==> config.mk <==
export PLATFORM = sky130hd
export DESIGN_NAME = adc_count_and_control_sequencer
export DESIGN_NICKNAME = d
export VERILOG_FILES = /design/src/core/adc_seq_pkg.sv /design/src/core/adc_count_and_control_sequencer.sv
export SDC_FILE = /design/constraint.sdc
export NUM_CORES = 1
export LEC_CHECK = 0
export BUFFER_PORTS_ARGS = -buffer_cell sky130_fd_sc_hd__buf_2
export CAP_MARGIN = 10
export CORE_MARGIN = 1
export CORE_UTILIZATION = 35
export CTS_CLUSTER_DIAMETER = 50
export DETAILED_ROUTE_END_ITERATION = 10
export GPL_TIMING_DRIVEN = 1
export PLACE_DENSITY = 0.59
export RECOVER_POWER = 50
export SETUP_SLACK_MARGIN = 0.2
export SLEW_MARGIN = 40
export SYNTH_ARGS = -nofsm -noshare
export SYNTH_HDL_FRONTEND = slang
export SYNTH_SLANG_ARGS = --single-unit
==> constraint.sdc <==
create_clock -name sys_clk_i -period 6.3 [get_ports sys_clk_i]
set_input_delay 1.26 -clock sys_clk_i [delete_from_list [all_inputs] [get_ports sys_clk_i]]
set_output_delay 1.26 -clock sys_clk_i [all_outputs]
set_load 0.01 [all_outputs]
==> src/core/adc_seq_pkg.sv <==
// Package with modes, states, carriers and timing constants for the converter sequencer.
package adc_seq_pkg;

  // Default result width in bits.
  localparam int unsigned DATA_W_DEF = 8;

  // System clock period in nanoseconds (10 MHz).
  localparam int unsigned CLK_PERIOD_NS = 100;

  // Length of the fixed integration period in nanoseconds.
  localparam int unsigned FIXED_INTEGRATION_PERIOD_NS = 25600;

  // Cycles of the fixed integration period, rounded up as a least time.
  localparam int unsigned INTEG_CYCLES_DEF =
    (FIXED_INTEGRATION_PERIOD_NS + CLK_PERIOD_NS - 1) / CLK_PERIOD_NS;

  // System clocks per conversion step; covers DAC settling plus the two-stage synchroniser.
  localparam int unsigned STEP_DIV_DEF = 3;

  // Conversion mode selected by the host logic.
  typedef enum logic [1:0] {
    MODE_DUAL  = 2'h0,
    MODE_STAIR = 2'h1,
    MODE_TRACK = 2'h2,
    MODE_SAR   = 2'h3
  } conv_mode_t;

  // Sequencer states.
  typedef enum logic [2:0] {
    ST_IDLE    = 3'h0,
    ST_INTEG   = 3'h1,
    ST_RUNDOWN = 3'h2,
    ST_STAIR   = 3'h3,
    ST_SAR     = 3'h4,
    ST_TRACK   = 3'h5
  } seq_state_t;

  // Integrator input switch controls; both low leaves the integrator open.
  typedef struct packed {
    logic to_input;
    logic to_rundown_reference_voltage;
  } integ_sel_t;

  // Switch setting after reset: integrator disconnected.
  localparam integ_sel_t INTEG_SEL_RESET = 2'h0;

endpackage

==> src/core/adc_count_and_control_sequencer.sv <==
// Count-and-control sequencer for a converter built from an external integrator, comparator and DAC.
`timescale 1ns/1ps
module adc_count_and_control_sequencer #(
  parameter int unsigned DATA_W       = adc_seq_pkg::DATA_W_DEF,
  parameter int unsigned INTEG_CYCLES = adc_seq_pkg::INTEG_CYCLES_DEF,
  parameter int unsigned STEP_DIV     = adc_seq_pkg::STEP_DIV_DEF
) (
  // Clock and reset.
  input  wire logic                    sys_clk_i,
  input  wire logic                    reset_n_i,
  // Control from host logic on the same clock.
  input  wire adc_seq_pkg::conv_mode_t mode_i,
  input  wire logic                    start_i,
  // Comparator pin from the analog front end.
  input  wire logic                    comp_i,
  // Analog front end drive.
  output adc_seq_pkg::integ_sel_t      integ_sel_o,
  output logic [DATA_W-1:0]            dac_code_o,
  // Conversion result.
  output logic [DATA_W-1:0]            result_o,
  output logic                         done_o,
  output logic                         busy_o
);
  import adc_seq_pkg::*;

  // Counter widths and handy code values.
  localparam int unsigned        IW        = $clog2(INTEG_CYCLES + 1);
  localparam int unsigned        TW        = (STEP_DIV > 1) ? $clog2(STEP_DIV) : 1;
  localparam logic [IW-1:0]      INTEG_LAST = IW'(INTEG_CYCLES - 1);
  localparam logic [TW-1:0]      TICK_LAST  = TW'(STEP_DIV - 1);
  localparam logic [DATA_W-1:0]  CODE_MAX   = '1;
  localparam logic [DATA_W-1:0]  CODE_MSB   = {1'h1, {(DATA_W-1){1'h0}}};

  seq_state_t        state;      // Current sequencer state.
  logic              comp_meta;  // First synchroniser stage.
  logic              comp_s;     // Synchronised comparator level.
  logic [TW-1:0]     tick_cnt;   // Step divider.
  logic              tick;       // One-cycle step enable.
  logic [IW-1:0]     integ_cnt;  // Cycles spent integrating.
  logic [DATA_W-1:0] run_cnt;    // Count during the rundown count period.
  logic [DATA_W-1:0] sar_mask;   // One-hot bit under trial.
  logic [DATA_W-1:0] next_sar_code;
  logic              start_ok;   // Start taken only when idle.
  logic              integ_end;
  logic              rundown_end;
  logic              stair_end;
  logic              sar_end;
  logic              track_end;

  // Comparator meaning: in direct modes high says the DAC is at or below the input;
  // in dual-slope, high says the integrator has not yet reached the rundown_stop_threshold.

  // Requests during a conversion are ignored rather than queued.
  assign start_ok    = start_i && (state == ST_IDLE);
  assign tick        = (tick_cnt == TICK_LAST);
  assign integ_end   = (state == ST_INTEG) && (integ_cnt == INTEG_LAST);
  assign rundown_end = (state == ST_RUNDOWN) && (!comp_s || run_cnt == CODE_MAX);
  assign stair_end   = (state == ST_STAIR) && tick && (!comp_s || dac_code_o == CODE_MAX);
  assign sar_end     = (state == ST_SAR) && tick && sar_mask[0];
  assign track_end   = (state == ST_TRACK) && (mode_i != MODE_TRACK);

  // Settle the trial bit and raise the next one.
  assign next_sar_code = (comp_s ? dac_code_o : (dac_code_o & ~sar_mask)) | (sar_mask >> 1);

  // Two-stage synchroniser; only comp_s is read by logic.
  always_ff @(posedge sys_clk_i or negedge reset_n_i) begin
    if (!reset_n_i) begin
      comp_meta <= 1'h0;
      comp_s    <= 1'h0;
    end else begin
      comp_meta <= comp_i;
      comp_s    <= comp_meta;
    end
  end

  // Step divider, restarted on start so every conversion has the same step phase.
  always_ff @(posedge sys_clk_i or negedge reset_n_i) begin
    if (!reset_n_i) begin
      tick_cnt <= '0;
    end else if (start_ok || tick) begin
      tick_cnt <= '0;
    end else begin
      tick_cnt <= tick_cnt + 1'h1;
    end
  end

  // Sequencer state.
  always_ff @(posedge sys_clk_i or negedge reset_n_i) begin
    if (!reset_n_i) begin
      state <= ST_IDLE;
    end else begin
      unique case (state)
        ST_IDLE: begin
          if (start_i) begin
            unique case (mode_i)
              MODE_DUAL:  state <= ST_INTEG;
              MODE_STAIR: state <= ST_STAIR;
              MODE_TRACK: state <= ST_TRACK;
              MODE_SAR:   state <= ST_SAR;
            endcase
          end
        end
        ST_INTEG: begin
          if (integ_end) begin
            state <= ST_RUNDOWN;
          end
        end
        ST_RUNDOWN: begin
          if (rundown_end) begin
            state <= ST_IDLE;
          end
        end
        ST_STAIR: begin
          if (stair_end) begin
            state <= ST_IDLE;
          end
        end
        ST_SAR: begin
          if (sar_end) begin
            state <= ST_IDLE;
          end
        end
        ST_TRACK: begin
          if (track_end) begin
            state <= ST_IDLE;
          end
        end
        default: begin
          state <= ST_IDLE;
        end
      endcase
    end
  end

  // Integrator switch: input for the fixed period, then the reference until the threshold.
  always_ff @(posedge sys_clk_i or negedge reset_n_i) begin
    if (!reset_n_i) begin
      integ_sel_o <= INTEG_SEL_RESET;
    end else if (start_ok && mode_i == MODE_DUAL) begin
      integ_sel_o <= 2'h2;
    end else if (integ_end) begin
      integ_sel_o <= 2'h1;
    end else if (rundown_end || state == ST_IDLE) begin
      integ_sel_o <= INTEG_SEL_RESET;
    end
  end

  // Integration period counter.
  always_ff @(posedge sys_clk_i or negedge reset_n_i) begin
    if (!reset_n_i) begin
      integ_cnt <= '0;
    end else if (start_ok) begin
      integ_cnt <= '0;
    end else if (state == ST_INTEG) begin
      integ_cnt <= integ_cnt + 1'h1;
    end
  end

  // Rundown counter; saturates so a missing threshold cannot wrap the result.
  always_ff @(posedge sys_clk_i or negedge reset_n_i) begin
    if (!reset_n_i) begin
      run_cnt <= '0;
    end else if (start_ok) begin
      run_cnt <= '0;
    end else if (state == ST_RUNDOWN && comp_s && run_cnt != CODE_MAX) begin
      run_cnt <= run_cnt + 1'h1;
    end
  end

  // DAC code for the direct modes, moved once per step.
  always_ff @(posedge sys_clk_i or negedge reset_n_i) begin
    if (!reset_n_i) begin
      dac_code_o <= '0;
    end else if (start_ok) begin
      // Stair-step and tracking restart from zero; approximation tries the MSB first.
      dac_code_o <= (mode_i == MODE_SAR) ? CODE_MSB : '0;
    end else if (tick) begin
      case (state)
        ST_STAIR: begin
          if (comp_s && dac_code_o != CODE_MAX) begin
            dac_code_o <= dac_code_o + 1'h1;
          end
        end
        ST_TRACK: begin
          if (comp_s && dac_code_o != CODE_MAX) begin
            dac_code_o <= dac_code_o + 1'h1;
          end else if (!comp_s && dac_code_o != '0) begin
            dac_code_o <= dac_code_o - 1'h1;
          end
        end
        ST_SAR: begin
          dac_code_o <= next_sar_code;
        end
        default: begin
          dac_code_o <= dac_code_o;
        end
      endcase
    end
  end

  // Trial bit walks from MSB to LSB, one position per step.
  always_ff @(posedge sys_clk_i or negedge reset_n_i) begin
    if (!reset_n_i) begin
      sar_mask <= '0;
    end else if (start_ok) begin
      sar_mask <= CODE_MSB;
    end else if (state == ST_SAR && tick) begin
      sar_mask <= sar_mask >> 1;
    end
  end

  // Result register and done pulse; result changes only together with done.
  always_ff @(posedge sys_clk_i or negedge reset_n_i) begin
    if (!reset_n_i) begin
      result_o <= '0;
      done_o   <= 1'h0;
    end else begin
      done_o <= 1'h0;
      if (rundown_end) begin
        result_o <= run_cnt;
        done_o   <= 1'h1;
      end else if (stair_end) begin
        // Report the highest code at or below the input, not the one that overshot.
        result_o <= (comp_s || dac_code_o == '0) ? dac_code_o : dac_code_o - 1'h1;
        done_o   <= 1'h1;
      end else if (sar_end) begin
        result_o <= next_sar_code;
        done_o   <= 1'h1;
      end else if (state == ST_TRACK && tick) begin
        result_o <= dac_code_o;
        done_o   <= 1'h1;
      end
    end
  end

  // Busy flag mirrors a non-idle sequencer.
  always_ff @(posedge sys_clk_i or negedge reset_n_i) begin
    if (!reset_n_i) begin
      busy_o <= 1'h0;
    end else if (start_ok) begin
      busy_o <= 1'h1;
    end else if (rundown_end || stair_end || sar_end || track_end) begin
      busy_o <= 1'h0;
    end
  end

  // Helper counters read only by the checks below.
  int unsigned hold_len;
  int unsigned stair_ticks;
  int unsigned sar_ticks;

  always_ff @(posedge sys_clk_i or negedge reset_n_i) begin
    if (!reset_n_i) begin
      hold_len    <= 0;
      stair_ticks <= 0;
      sar_ticks   <= 0;
    end else begin
      hold_len    <= integ_sel_o.to_input ? hold_len + 1 : 0;
      stair_ticks <= start_ok ? 0 : ((state == ST_STAIR && tick) ? stair_ticks + 1 : stair_ticks);
      sar_ticks   <= start_ok ? 0 : ((state == ST_SAR && tick) ? sar_ticks + 1 : sar_ticks);
    end
  end
endmodule

After elaboration in Yosys (flattened, before gate mapping)
Index checks and enable logic that the tools add are counted.
- bits in registers: 52
- bits in latches: 0
- memory bits (writable): 0
- ROM bits: 0
- bits of input ports: 6
- output and inout port bits: 20
- logic and storage cells: 118
- memories: 0
- $add $sub $neg: 5
- $mul: 0
- div/mod/pow operators: 0
- magnitude comparators: 0
- eq/ne operators: 23
- shift-type cells: 0
- multiplexer cells: 37
- bitwise gates (word level): 3
- reductions and logical operators: 37
- operators with widths (kind ; number):
    $mux 8 ; 16
    $pmux 8 s3 ; 1
    $mux 3 ; 6
    $mux 9 ; 2
    $pmux 3 s6 ; 1
    $add 8x1->8 const B ; 2
    $eq 8x8->1 const B ; 2
    $ne 8x8->1 const B ; 2
    $logic_and 1x1->1 ; 14
    $ne 2x2->1 const B ; 7
    $pmux 3 s4 ; 1
    $reduce_bool 2->1 ; 5
    $add 9x1->9 const B ; 1
    $eq 9x8->1 const B ; 1
    $and 8x8->8 ; 1
    $logic_not 8->1 ; 1
    $logic_or 1x1->1 ; 8
    $mux 2 ; 4
    $not 8->8 ; 1
    $or 8x7->8 ; 1
    $reduce_bool 4->1 ; 2
    $reduce_bool 8->1 ; 1
    $sub 8x1->8 const B ; 1
    $eq 2x2->1 const B ; 3
    14 further kinds ; 21

Logic depth before layout (Yosys ltp)
Gate-level depths: netlist of run 1.
- word-level depth: 8
- depth in mapped cells: 8
- depth with buffers taken out: 7

Least setup slack after synthesis of run 1
Ideal clock, no wire load.
- path type: input port to flip-flop
- from: input mode_i[1]
- to: register state[2]
- library setup time: 0.104 ns
- arrival time: 2.345 ns
- data required time: 6.196 ns
- path slack: 3.851 ns
- cell stages on the path: 5
- path buffers: 0
- cells stage by stage: nor2b_1 -> nand3_1 -> o211ai_1 -> or4b_1 -> a221oi_1
- cells in the longest elaborated chain, start to end: 4
- elaborated cells between the ends (all ways): 11
- classes of those cells: 5 x eq/ne; 3 x mux; 3 x reduce/logical
- RTL lines (element ; line ; text):
    start: declaration ; adc_count_and_control_sequencer.sv:12 ; input wire adc_seq_pkg::conv_mode_t mode_i,
    $eq 2x2->1, or another cell as far along ; adc_count_and_control_sequencer.sv:95 ; unique case (mode_i)
    $pmux 3 s4 or $logic_and 1x1->1 (tied branches) ; adc_count_and_control_sequencer.sv:95, adc_count_and_control_sequencer.sv:60 ;
    $mux 3 or $ne 2x2->1 (tied branches) ; - ;
    $pmux 3 s6 or $reduce_and 6->1 (tied branches) ; - ;
    end signal: assignment ; adc_count_and_control_sequencer.sv:96 ; MODE_DUAL: state <= ST_INTEG;
    end signal: assignment ; adc_count_and_control_sequencer.sv:97 ; MODE_STAIR: state <= ST_STAIR;
    end signal: assignment ; adc_count_and_control_sequencer.sv:98 ; MODE_TRACK: state <= ST_TRACK;
    end: declaration ; adc_count_and_control_sequencer.sv:34 ; seq_state_t state;
Several ways; a longest one is shown, not always the timed one. The select of a mux whose other input is x is not followed.
A chain may end at the register's enable or synchronous reset.

==> metrics.md, run 1 <==
| Metric | Value |
|---|---|
| Worst Setup Slack, final | 2721 ps |
| Antenna violations before repair | 0 |
| Max cap viols | 1 |
| Simple-gate area share of the yosys netlist | 26.15% |
| Most frequent cells in the layout | dfrtp_1 (52), nand2_1 (41), nor2_1 (32) |
| Fmax | 279.4 MHz |
| Cts repair resizes | 0 |
| Grt ovf | 0 |
| Multiplexer area fraction after synthesis | 1.536% |
| Avg WL per Cell | 17.39 um |
| CP Max Fanout | 52 |
| Skew final | 9.304 ps |
| TritonCTS Buffers | 5 |
| Worst skew pair latency | 310 ps |
| Total negative setup slack | 0 ps |
| CP Data Required Time | 6100 ps |
| Crit path time final | 3579 ps |
| Crit. End Element | async pin |
| Layout cells sized above 1 | 13.37% |
| Die H | 100.9 um |
| Critical path buffers and inverters | 2 |
| Core area | 9371 um^2 |
| Hold crit path type | reg -> reg |
| First-pass DRT Iterations | 6 |
| Antenna viol nets, final | 0 |
| Root Buffer | clkbuf_8 |
| Number of synthesized register bits | 52 |
| Die W | 100.9 um |
| Setup-failing EPs final | 0 |
| PwrDens | 405.5 nW/um^2 |
| Final #Nets | 416 |
| FFs w/ async S/R, synth | 100.0% |
| H-tree lvl count | 2 |
| Average cell area after synthesis | 8.704 um^2 |
| Largest cells by area after synthesis | dfrtp_1 (38%), nand2_1 (4.5%), a21oi_1 (4.4%) |
| Area leader, netlist | dfrtp_1 |
| DRC violations left | 0 |
| Initial DRC count | 340 |
| Syn Inst Count | 393 |
| Count of input and output buffers | 25 |
| Pins Over Slew Limit | 53 |
| Post-CTS setup buffers | 0 |
| Row cnt | 35 |
| I/O pin count | 26 |
| Area Growth Syn to Fin | 8.193% |
| Critical path's largest stage delay | 2000 ps |
| Largest net degree at the start of global routing | 53 |
| Slowest-stage cell, CP | clkbuf_1 |
| Slew HR | -90.83% |
| Yosys top cell area share | 38.04% |
| Post-Synth Adder-Cell Area | 2.560% |
| Clk buf depth | 2 |
| Post-DP HPWL | 6425 um |
| Sequential area share after synthesis | 38.04% |
| P_leak | 1.483 nW |
| CTS tree | done |
| GRT Util Overall | 19.40% |
| Ys flop type | dfrtp_1 |
| Initial core utilization | 36.50% |
| Crit. path cell count | 2 |
| Cts hold-fix bufs | 0 |
| Xor and xnor area share after synthesis | 3.328% |
| Result of the run | finished with violations |
| Leading cell type in the layout, fill and taps excluded | dfrtp_1 |
| Synth Net Count | 406 |
| Hold depth | 0 |
| Routability cong. | 0.9769 |
| Failing checks | max-capacitance violations, max-slew violations |
| Yosys warns | 0 |
| Final Cycle Share | 56.80% |
| Kind of critical path | in -> async |
| R2r worst-path depth | 6 |
| Flop2flop setup slack | 3260 ps |
| Main combinational cell family by area after synthesis | simple AND/OR/NAND/NOR gates |
| Worst slack, placed | 3608 ps |
| Pwr Total | 1.501 mW |
| CP Cell Sequence | buf_2 > clkbuf_1 |
| Synth unique cells | 73 |
| Die area | 10170 um^2 |
| Number of synthesized flops with an enable pin | 0 |
| Hold Fails Final Rpt | 0 |
| Synthesized cell area | 3421 um^2 |
| Unrepaired setup endpoints after global routing | false |
| Final WL | 9269 um |
| Total vias in the final route | 3149 |
| Vias per cell | 5.908 |
| Startpoint Class | primary input |
| Worst slew pin tran | 2862 ps |
| CTS sink cnt | 52 |
| Vias in the first global route | 2782 |
| Clock transition at path regs | 100 ps |
| Compound-cell area share of the yosys netlist | 23.08% |
| Top delay family on crit path | buffers and inverters |
| Peak VDD IR | 0.1809 mV |
| Worst EP arrival | 3380 ps |
| Ant diodes | 0 |
| First-pass GRT wire length | 15340 um |
==> layout make-up <==
cell class              count  area (um^2)
well taps                 129        161.4
multi-input cells         304         1942
clock inverters             2        38.79
inverters                  12        45.04
flip-flops and latches     52         1301
repair buffers             28        140.1
clock buffers               6        72.57
fillers                   975         5670
==> kinds of logic after synthesis <==
family / after synthesis
simple gates: 167
compound gates: 112
flops: 52
buf+inv: 37
xor+xnor: 13
fa+ha+maj: 7
mux: 5
==> flip-flops by register name, summed over array words and instances (netlist names) <==
name / count
integ_cnt: 9
dac_code_o: 8
result_o: 8
run_cnt: 8
sar_mask: 8
state: 3
integ_sel_o: 2
tick_cnt: 2
busy_o: 1
comp_meta: 1
comp_s: 1
done_o: 1
==> routing by layer <==
metal	global-route usage (%)	part of all wire, %
met5	0	0
met4	5.017	1.0
met3	3.329	6.3
met2	28.56	44
met1	29.17	49
==> worst paths after layout <==
| path | start | to |
|---|---|---|
| min in group asynchronous | reset_n_i | dac_code_o[3] |
| max in group sys_clk_i | state[0] | dac_code_o[4] |
| setup reg to reg | state[0] | dac_code_o[4] |
| hold / removal | comp_meta | comp_s |
| hold reg to reg | comp_meta | comp_s |
| setup / recovery | reset_n_i | run_cnt[6] |
==> cell usage after synthesis, drive strengths merged (10+ instances only) <==
| library cell | count |
|---|---|
| nor3 | 22 |
| nand2b | 10 |
| inv | 12 |
| nand2 | 42 |
| a21oi | 31 |
| o21ai | 18 |
| dfrtp | 52 |
| buf | 16 |
| nor2 | 33 |
| nand3 | 14 |
| xor2 | 10 |
==> per-stage QoR <==
stage / util, % / cells / hold WS (ps) / instance area, um^2
after floorplan: - / 393 / 331.2 / 3421
after global placement: 38.34 / 525 / 338.3 / 3593
after detailed placement: 38.38 / 525 / 346.4 / 3597
after CTS: 39.57 / 533 / 371.1 / 3709
after global routing: 39.49 / 533 / 383.0 / 3701
final: 39.49 / 533 / 370.6 / 3701
==> worst reg2reg max path: cells and delay by family, from the launching register on <==
family                 cells  cell delay (ps)
buffers and inverters      1             1060
DFF                        1              670
AOI/OAI and AO/OA          3              600
and+or+nand+nor            2              590
==> power breakdown <==
group,total (mW),switching [mW],internal (mW)
registers,0.596,0.179,0.417
clock network,0.240,0.119,0.120
logic,0.665,0.399,0.266
Power figures use the tool's default switching activity.
==> run 2, diff against run 1 <==
- clock period: 6.3 -> 3.38 ns (I/O delays scaled with it)
==> run 2 against run 1 <==
The run now ends clean. Via count up 0.35%. Combinational power up 94%. Wire length up 5.2%.
==> metrics.md, run 2 (same netlist as run 1, synthesis figures left out) <==
| Metric | Value |
|---|---|
| Skew final | 11.86 ps (+2.554 ps) |
| Root Buffer | clkbuf_8 |
| Clk buf depth | 2 (unchanged) |
| Unrepaired setup endpoints after global routing | false |
| Die area | 10170 um^2 (unchanged) |
| Final #Nets | 419 (+0.72%) |
| First-pass DRT Iterations | 5 (-1) |
| Die W | 100.9 um (unchanged) |
| Most frequent cells in the layout | dfrtp_1 (52), nand2_1 (41), nor2_1 (32) |
| Largest register by flop count | integ_cnt |
| DRC violations left | 0 (unchanged) |
| Final WL | 9747 um (+5.2%) |
| CTS tree | done |
| Max reg flops | 9 (unchanged) |
| First-pass GRT wire length | 16010 um (+4.4%) |
| Cts hold-fix bufs | 0 (unchanged) |
| Count of input and output buffers | 25 (unchanged) |
| Worst skew pair latency | 310 ps (about the same) |
| PwrDens | 745.9 nW/um^2 (+84%) |
| Hold Fails Final Rpt | 0 (unchanged) |
| Pins Over Slew Limit | 0 (-100%) |
| Int Power | 1.429 mW (+78%) |
| Hold crit path type | reg -> reg |
| M1 WL | 4678 um (+3.8%) |
| Vias in the first global route | 3058 (+9.9%) |
| Met2 WL | 4212 um (+3.3%) |
| Crit path time final | 2621 ps |
| Total negative setup slack | 0 ps (unchanged) |
| Highest routed metal layer | met4 |
| Max cap viols | 0 (-1) |
| Fmax | 381.6 MHz |
| Worst reg2reg path startpoint | dac_code_o[0] |
| Area occupied by multi-input gates | 1942 um^2 (unchanged) |
| Clock transition at path regs | 110 ps (about the same) |
| Critical R2R Capture | dac_code_o[7] |
| Largest net degree at the start of global routing | 34 (-36%) |
| H-tree lvl count | 2 (unchanged) |
| R2r worst-path depth | 7 (+1) |
| Met3 routed WL | 569 um (-3.1%) |
| Result of the run | completed |
| CP Max Fanout | 10 (-81%) |
| TritonCTS Buffers | 5 (unchanged) |
| Vias per cell | 5.896 (-0.21%) |
| Die H | 100.9 um (unchanged) |
| Logic pwr share | 46.8% (+2.5 points) |
| I/O pin count | 26 (unchanged) |
| Crit. End Element | flip-flop |
| Area Growth Syn to Fin | 8.084% |
| Worst slew pin tran | 1228 ps (-1634 ps) |
| Post-CTS setup buffers | 0 (unchanged) |
| Sequential power share | 39.4% (-0.3 points) |
| Startpoint Class | flip-flop |
| GRT Util Overall | 20.34% (+0.94 points) |
| Hold depth | 0 (unchanged) |
| FILL cells | 977 (+0.21%) |
| Layout cells sized above 1 | 12.53% (-0.84 points) |
| Initial core utilization | 36.50% (unchanged) |
| Flop2flop setup slack | 760 ps (-2500 ps) |
| Grt ovf | 0 (unchanged) |
| Core area | 9371 um^2 (unchanged) |
| Routability cong. | 0.9137 (-6.5%) |
| Setup-failing EPs final | 0 (unchanged) |
| Fraction of power spent switching nets | 48.18% (+1.7 points) |
| Leading cell type in the layout, fill and taps excluded | dfrtp_1 |
| Sequential cell area | 1301 um^2 (unchanged) |
| Antenna violations before repair | 0 (unchanged) |
| Avg WL per Cell | 18.18 um (+4.6%) |
| Initial DRC count | 197 (-42%) |
| Final Cycle Share | 77.54% |
| Peak VDD IR | 0.2220 mV (+23%) |
| Total vias in the final route | 3160 (+0.35%) |
| Switching power | 1.329 mW (+90%) |
| Cts repair resizes | 0 (unchanged) |
| Worst Hold Path EP | comp_s |
| Clock power frac | 13.8% (-2.2 points) |
| Finished Core Util | 39.45% (-0.040 points) |
| Ant diodes | 0 (unchanged) |
| Hold_sp | comp_meta |
| Worst EP arrival | 2810 ps (-570 ps) |
| Kind of critical path | reg -> reg |
| Post-DP HPWL | 6803 um (+5.9%) |
| CTS sink cnt | 52 (unchanged) |
| P_leak | 1.470 nW (-0.86%) |
| Slew HR | 18.11% (+110 points) |
| Row cnt | 35 (unchanged) |
| CP Data Required Time | 3570 ps (-2530 ps) |
| Antenna viol nets, final | 0 (unchanged) |
==> run 2: metrics by stage <==
| stage | instance area (um^2) | std cells | setup WS [ps] | power [mW] | hold WS (ps) |
|---|---|---|---|---|---|
| finish | 3697 | 536 | 759.3 | 2.758 | 366.7 |
| global route | 3697 | 536 | 583.4 | 2.974 | 388.2 |
| CTS | 3707 | 536 | 807.3 | 2.766 | 328.0 |
| detailed placement | 3616 | 528 | 844.3 | 2.373 | 342.6 |
| global placement | 3616 | 528 | 838.1 | 2.390 | 339.8 |
| floorplan | 3421 | 393 | 1063 | 1.973 | 331.2 |
==> run 2: critical path, cell delays in order (launching register included) <==
cell and delay [ps]:
dfrtp_1 510, inv_1 190, ha_1 160, nor3b_1 450, nand2_2 140, a2111oi_4 650, or2_2 280, o31ai_1 100
==> run 2: worst max-delay path by stage <==
stage | startpoint | end | depth (start not counted)
floorplan | dac_code_o[0] | result_o[6] | 8
global placement | dac_code_o[0] | dac_code_o[4] | 7
detailed placement | dac_code_o[0] | dac_code_o[7] | 7
CTS | dac_code_o[0] | dac_code_o[7] | 7
global route | dac_code_o[1] | result_o[3] | 7
finish | dac_code_o[0] | dac_code_o[7] | 7
==> run 2: area by class of cell <==
class / instances / share of cell area [%]
clock buffer: 5 / 1.861
sequential: 52 / 35.19
clock inverter: 3 / 0.6091
tap: 129 / 4.365
inverter: 12 / 1.218
multi-input combinational: 304 / 52.52
timing repair buffer: 31 / 4.230
==> run 2: power groups by stage <==
stage	combinational, mW	sequential [mW]	clock, mW
4_1_cts	1.29	1.08	0.399
6_report	1.29	1.09	0.381
5_1_grt	1.44	1.11	0.422
3_5_place_dp	1.29	1.09	0
2_1_floorplan	1.01	0.965	0
3_3_place_gp	1.31	1.08	0
==> run 2: routing by layer <==
layer / global-route usage (%) / up-vias
met5: 0 / -
met4: 7.692 / 0
met3: 3.398 / 24
met2: 30.35 / 143
met1: 29.32 / 1514
li1: - / 1479
==> run 3, diff against run 2 <==
- PLACE_DENSITY: 0.59 -> 0.61
- clock period: 3.38 -> 2.3 ns (I/O delays scaled with it)
==> run 3 against run 2 <==
Via count increased by 8.3%. Die area unchanged. Flip-flop and latch count unchanged. Sequential share of layout area decreased by 3.8 points. Clock power increased by 44%. Setup slack got worse by 590 ps. Non-clock buffer count increased by 44. Final area increased by 13%. First-iteration DRC count decreased by 6.1%. Critical path depth increased by 1. Global-route usage increased by 0.69 points. Cell count increased by 8.2%.
==> metrics.md, run 3 (same netlist as run 1, synthesis figures left out) <==
| Metric | Value |
|---|---|
| Result of the run | completed |
| Unrepaired setup endpoints after global routing | true |
| Hold crit path type | in -> reg |
| Fmax | 469.0 MHz (+23%) |
| Initial DRC count | 185 (-6.1%) |
| Die H | 100.9 um (unchanged) |
| Clock transition at path regs | 100 ps (about the same) |
| Crit. End Element | flip-flop |
| Crit path time final | 2132 ps (-488.4 ps) |
| Hold Fails Final Rpt | 0 (unchanged) |
| Vias per cell | 5.898 (about the same) |
| PwrDens | 1116 nW/um^2 (+50%) |
| CP Data Required Time | 2490 ps (-1080 ps) |
| Core area | 9371 um^2 (unchanged) |
| Design area | 4168 um^2 (+13%) |
| GRT Util Overall | 21.03% (+0.69 points) |
| Peak VDD IR | 0.4453 mV (+100%) |
| Flop2flop setup slack | 170 ps (-590 ps) |
| Worst reg2reg path startpoint | dac_code_o[1] |
| P_leak | 1.688 nW (+15%) |
| Cts hold-fix bufs | 0 (unchanged) |
| Slew HR | 31.27% (+13 points) |
| Routability cong. | 0.9259 (+1.3%) |
| I/O pin count | 26 (unchanged) |
| Area Growth Syn to Fin | 21.84% |
| Antenna violations before repair | 0 (unchanged) |
| Pins Over Slew Limit | 0 (unchanged) |
| Die W | 100.9 um (unchanged) |
| Row cnt | 35 (unchanged) |
| CTS tree | done |
| Largest register by flop count | integ_cnt |
| Die area | 10170 um^2 (unchanged) |
| Final #Nets | 463 (+11%) |
| First-pass GRT wire length | 16490 um (+3.0%) |
| Worst slew pin tran | 1031 ps (-197.4 ps) |
| Setup-failing EPs final | 0 (unchanged) |
| Leading cell type in the layout, fill and taps excluded | buf_4 |
| Vias in the first global route | 3212 (+5.0%) |
| Ant diodes | 0 (unchanged) |
| CP Max Fanout | 7 (-3) |
| Count of input and output buffers | 25 (unchanged) |
| H-tree lvl count | 2 (unchanged) |
| Largest net degree at the start of global routing | 23 (-32%) |
| R2r worst-path depth | 8 (+1) |
| Final WL | 10700 um (+9.8%) |
| Max cap viols | 0 (unchanged) |
| Critical R2R Capture | dac_code_o[2] |
| Hold_sp | comp_i |
| Startpoint Class | flip-flop |
| Post-DP Area | 3879 um^2 (+7.3%) |
| Layout cells sized above 1 | 26.16% (+14 points) |
| Final Cycle Share | 92.71% (+15 points) |
| Most frequent cells in the layout | buf_4 (47), dfrtp_1 (46), nand2_1 (41) |
| CTS sink cnt | 52 (unchanged) |
| FILL cells | 963 (-1.4%) |
| First-pass DRT Iterations | 5 (unchanged) |
| Initial core utilization | 36.50% (unchanged) |
| Antenna viol nets, final | 0 (unchanged) |
| Total negative setup slack | 0 ps (unchanged) |
| Total vias in the final route | 3421 (+8.3%) |
| Worst skew pair latency | 320 ps (about the same) |
| TritonCTS Buffers | 5 (unchanged) |
| Kind of critical path | reg -> reg |
| Worst Hold Path EP | comp_meta |
| Worst EP arrival | 2320 ps (-490 ps) |
| Skew final | 15.57 ps (+3.710 ps) |
| DRC violations left | 0 (unchanged) |
| Grt ovf | 0 (unchanged) |
| Hold depth | 1 (+1) |
| Avg WL per Cell | 18.45 um (+1.5%) |
| Post-DP HPWL | 7765 um (+14%) |
| Clk buf depth | 2 (unchanged) |
| Root Buffer | clkbuf_8 |
| Max reg flops | 9 (unchanged) |
==> run 3: cell count changes in the layout (fill, tap and decap cells not counted), sizes merged <==
cell | before | now
buf | 21 | 64
clkbuf | 15 | 17
clkinvlp | 0 | 1
inv | 13 | 12
clkinv | 2 | 1
==> run 3: repair_timing <==
item / in CTS / in global routing
pin swaps: 0 / 3
resized for setup: 4 / 33
setup endpoints to repair: 6 / 22
setup buffers: 0 / 10
==> run 3: layout make-up <==
type	count	area [um^2]	share of cell area, %
Clock buffer	6	72.57	1.741
Clock inverter	2	13.76	0.3302
Inverter	12	51.30	1.231
Multi-Input combinational cell	304	2073	49.74
Sequential cell	52	1309	31.40
Tap cell	129	161.4	3.873
Timing Repair Buffer	75	486.7	11.68
==> run 3: how the worst max path moves through the flow <==
stage,start,endpoint,cells after the start
after floorplan,dac_code_o[1],result_o[6],8
after global placement,dac_code_o[1],result_o[6],7
after detailed placement,tick_cnt[0],state[2],7
after CTS,tick_cnt[0],state[2],7
after global routing,dac_code_o[1],dac_code_o[2],8
final,dac_code_o[1],dac_code_o[2],8
==> run 3: critical path, stage by stage, from the launching register on <==
cell       delay (ps)
dfrtp_2           470
inv_2             120
ha_4              130
nor3b_4           240
nand2_2           120
a2111oi_4         510
buf_6             210
a211oi_1           60
a2bb2oi_1         140
==> run 3: report_power, final <==
group / total [mW] / switching, mW / internal (mW)
sequential: 1.48 / 0.326 / 1.16
clock: 0.549 / 0.331 / 0.218
combinational: 2.62 / 1.51 / 1.11
==> run 3: layer usage <==
metal / part of all wire [%] / track usage (%)
met5: 0 / 0
met4: 3.2 / 8.361
met3: 6.0 / 2.358
met2: 47 / 33.72
met1: 44 / 28.97
==> run 3: stage by stage <==
| step | power [mW] | util (%) | hold WS (ps) | cells | setup WS (ps) |
|---|---|---|---|---|---|
| 2_1_floorplan | 2.915 | - | 164.4 | 393 | 141.2 |
| 3_3_place_gp | 3.762 | 41.39 | 338.7 | 562 | 168.3 |
| 3_5_place_dp | 3.779 | 41.39 | 346.5 | 562 | 126.5 |
| 4_1_cts | 4.341 | 42.42 | 77.36 | 570 | 183.9 |
| 5_1_grt | 4.925 | 44.47 | 246.0 | 580 | 100.9 |
| 6_report | 4.651 | 44.47 | 247.4 | 580 | 167.7 |
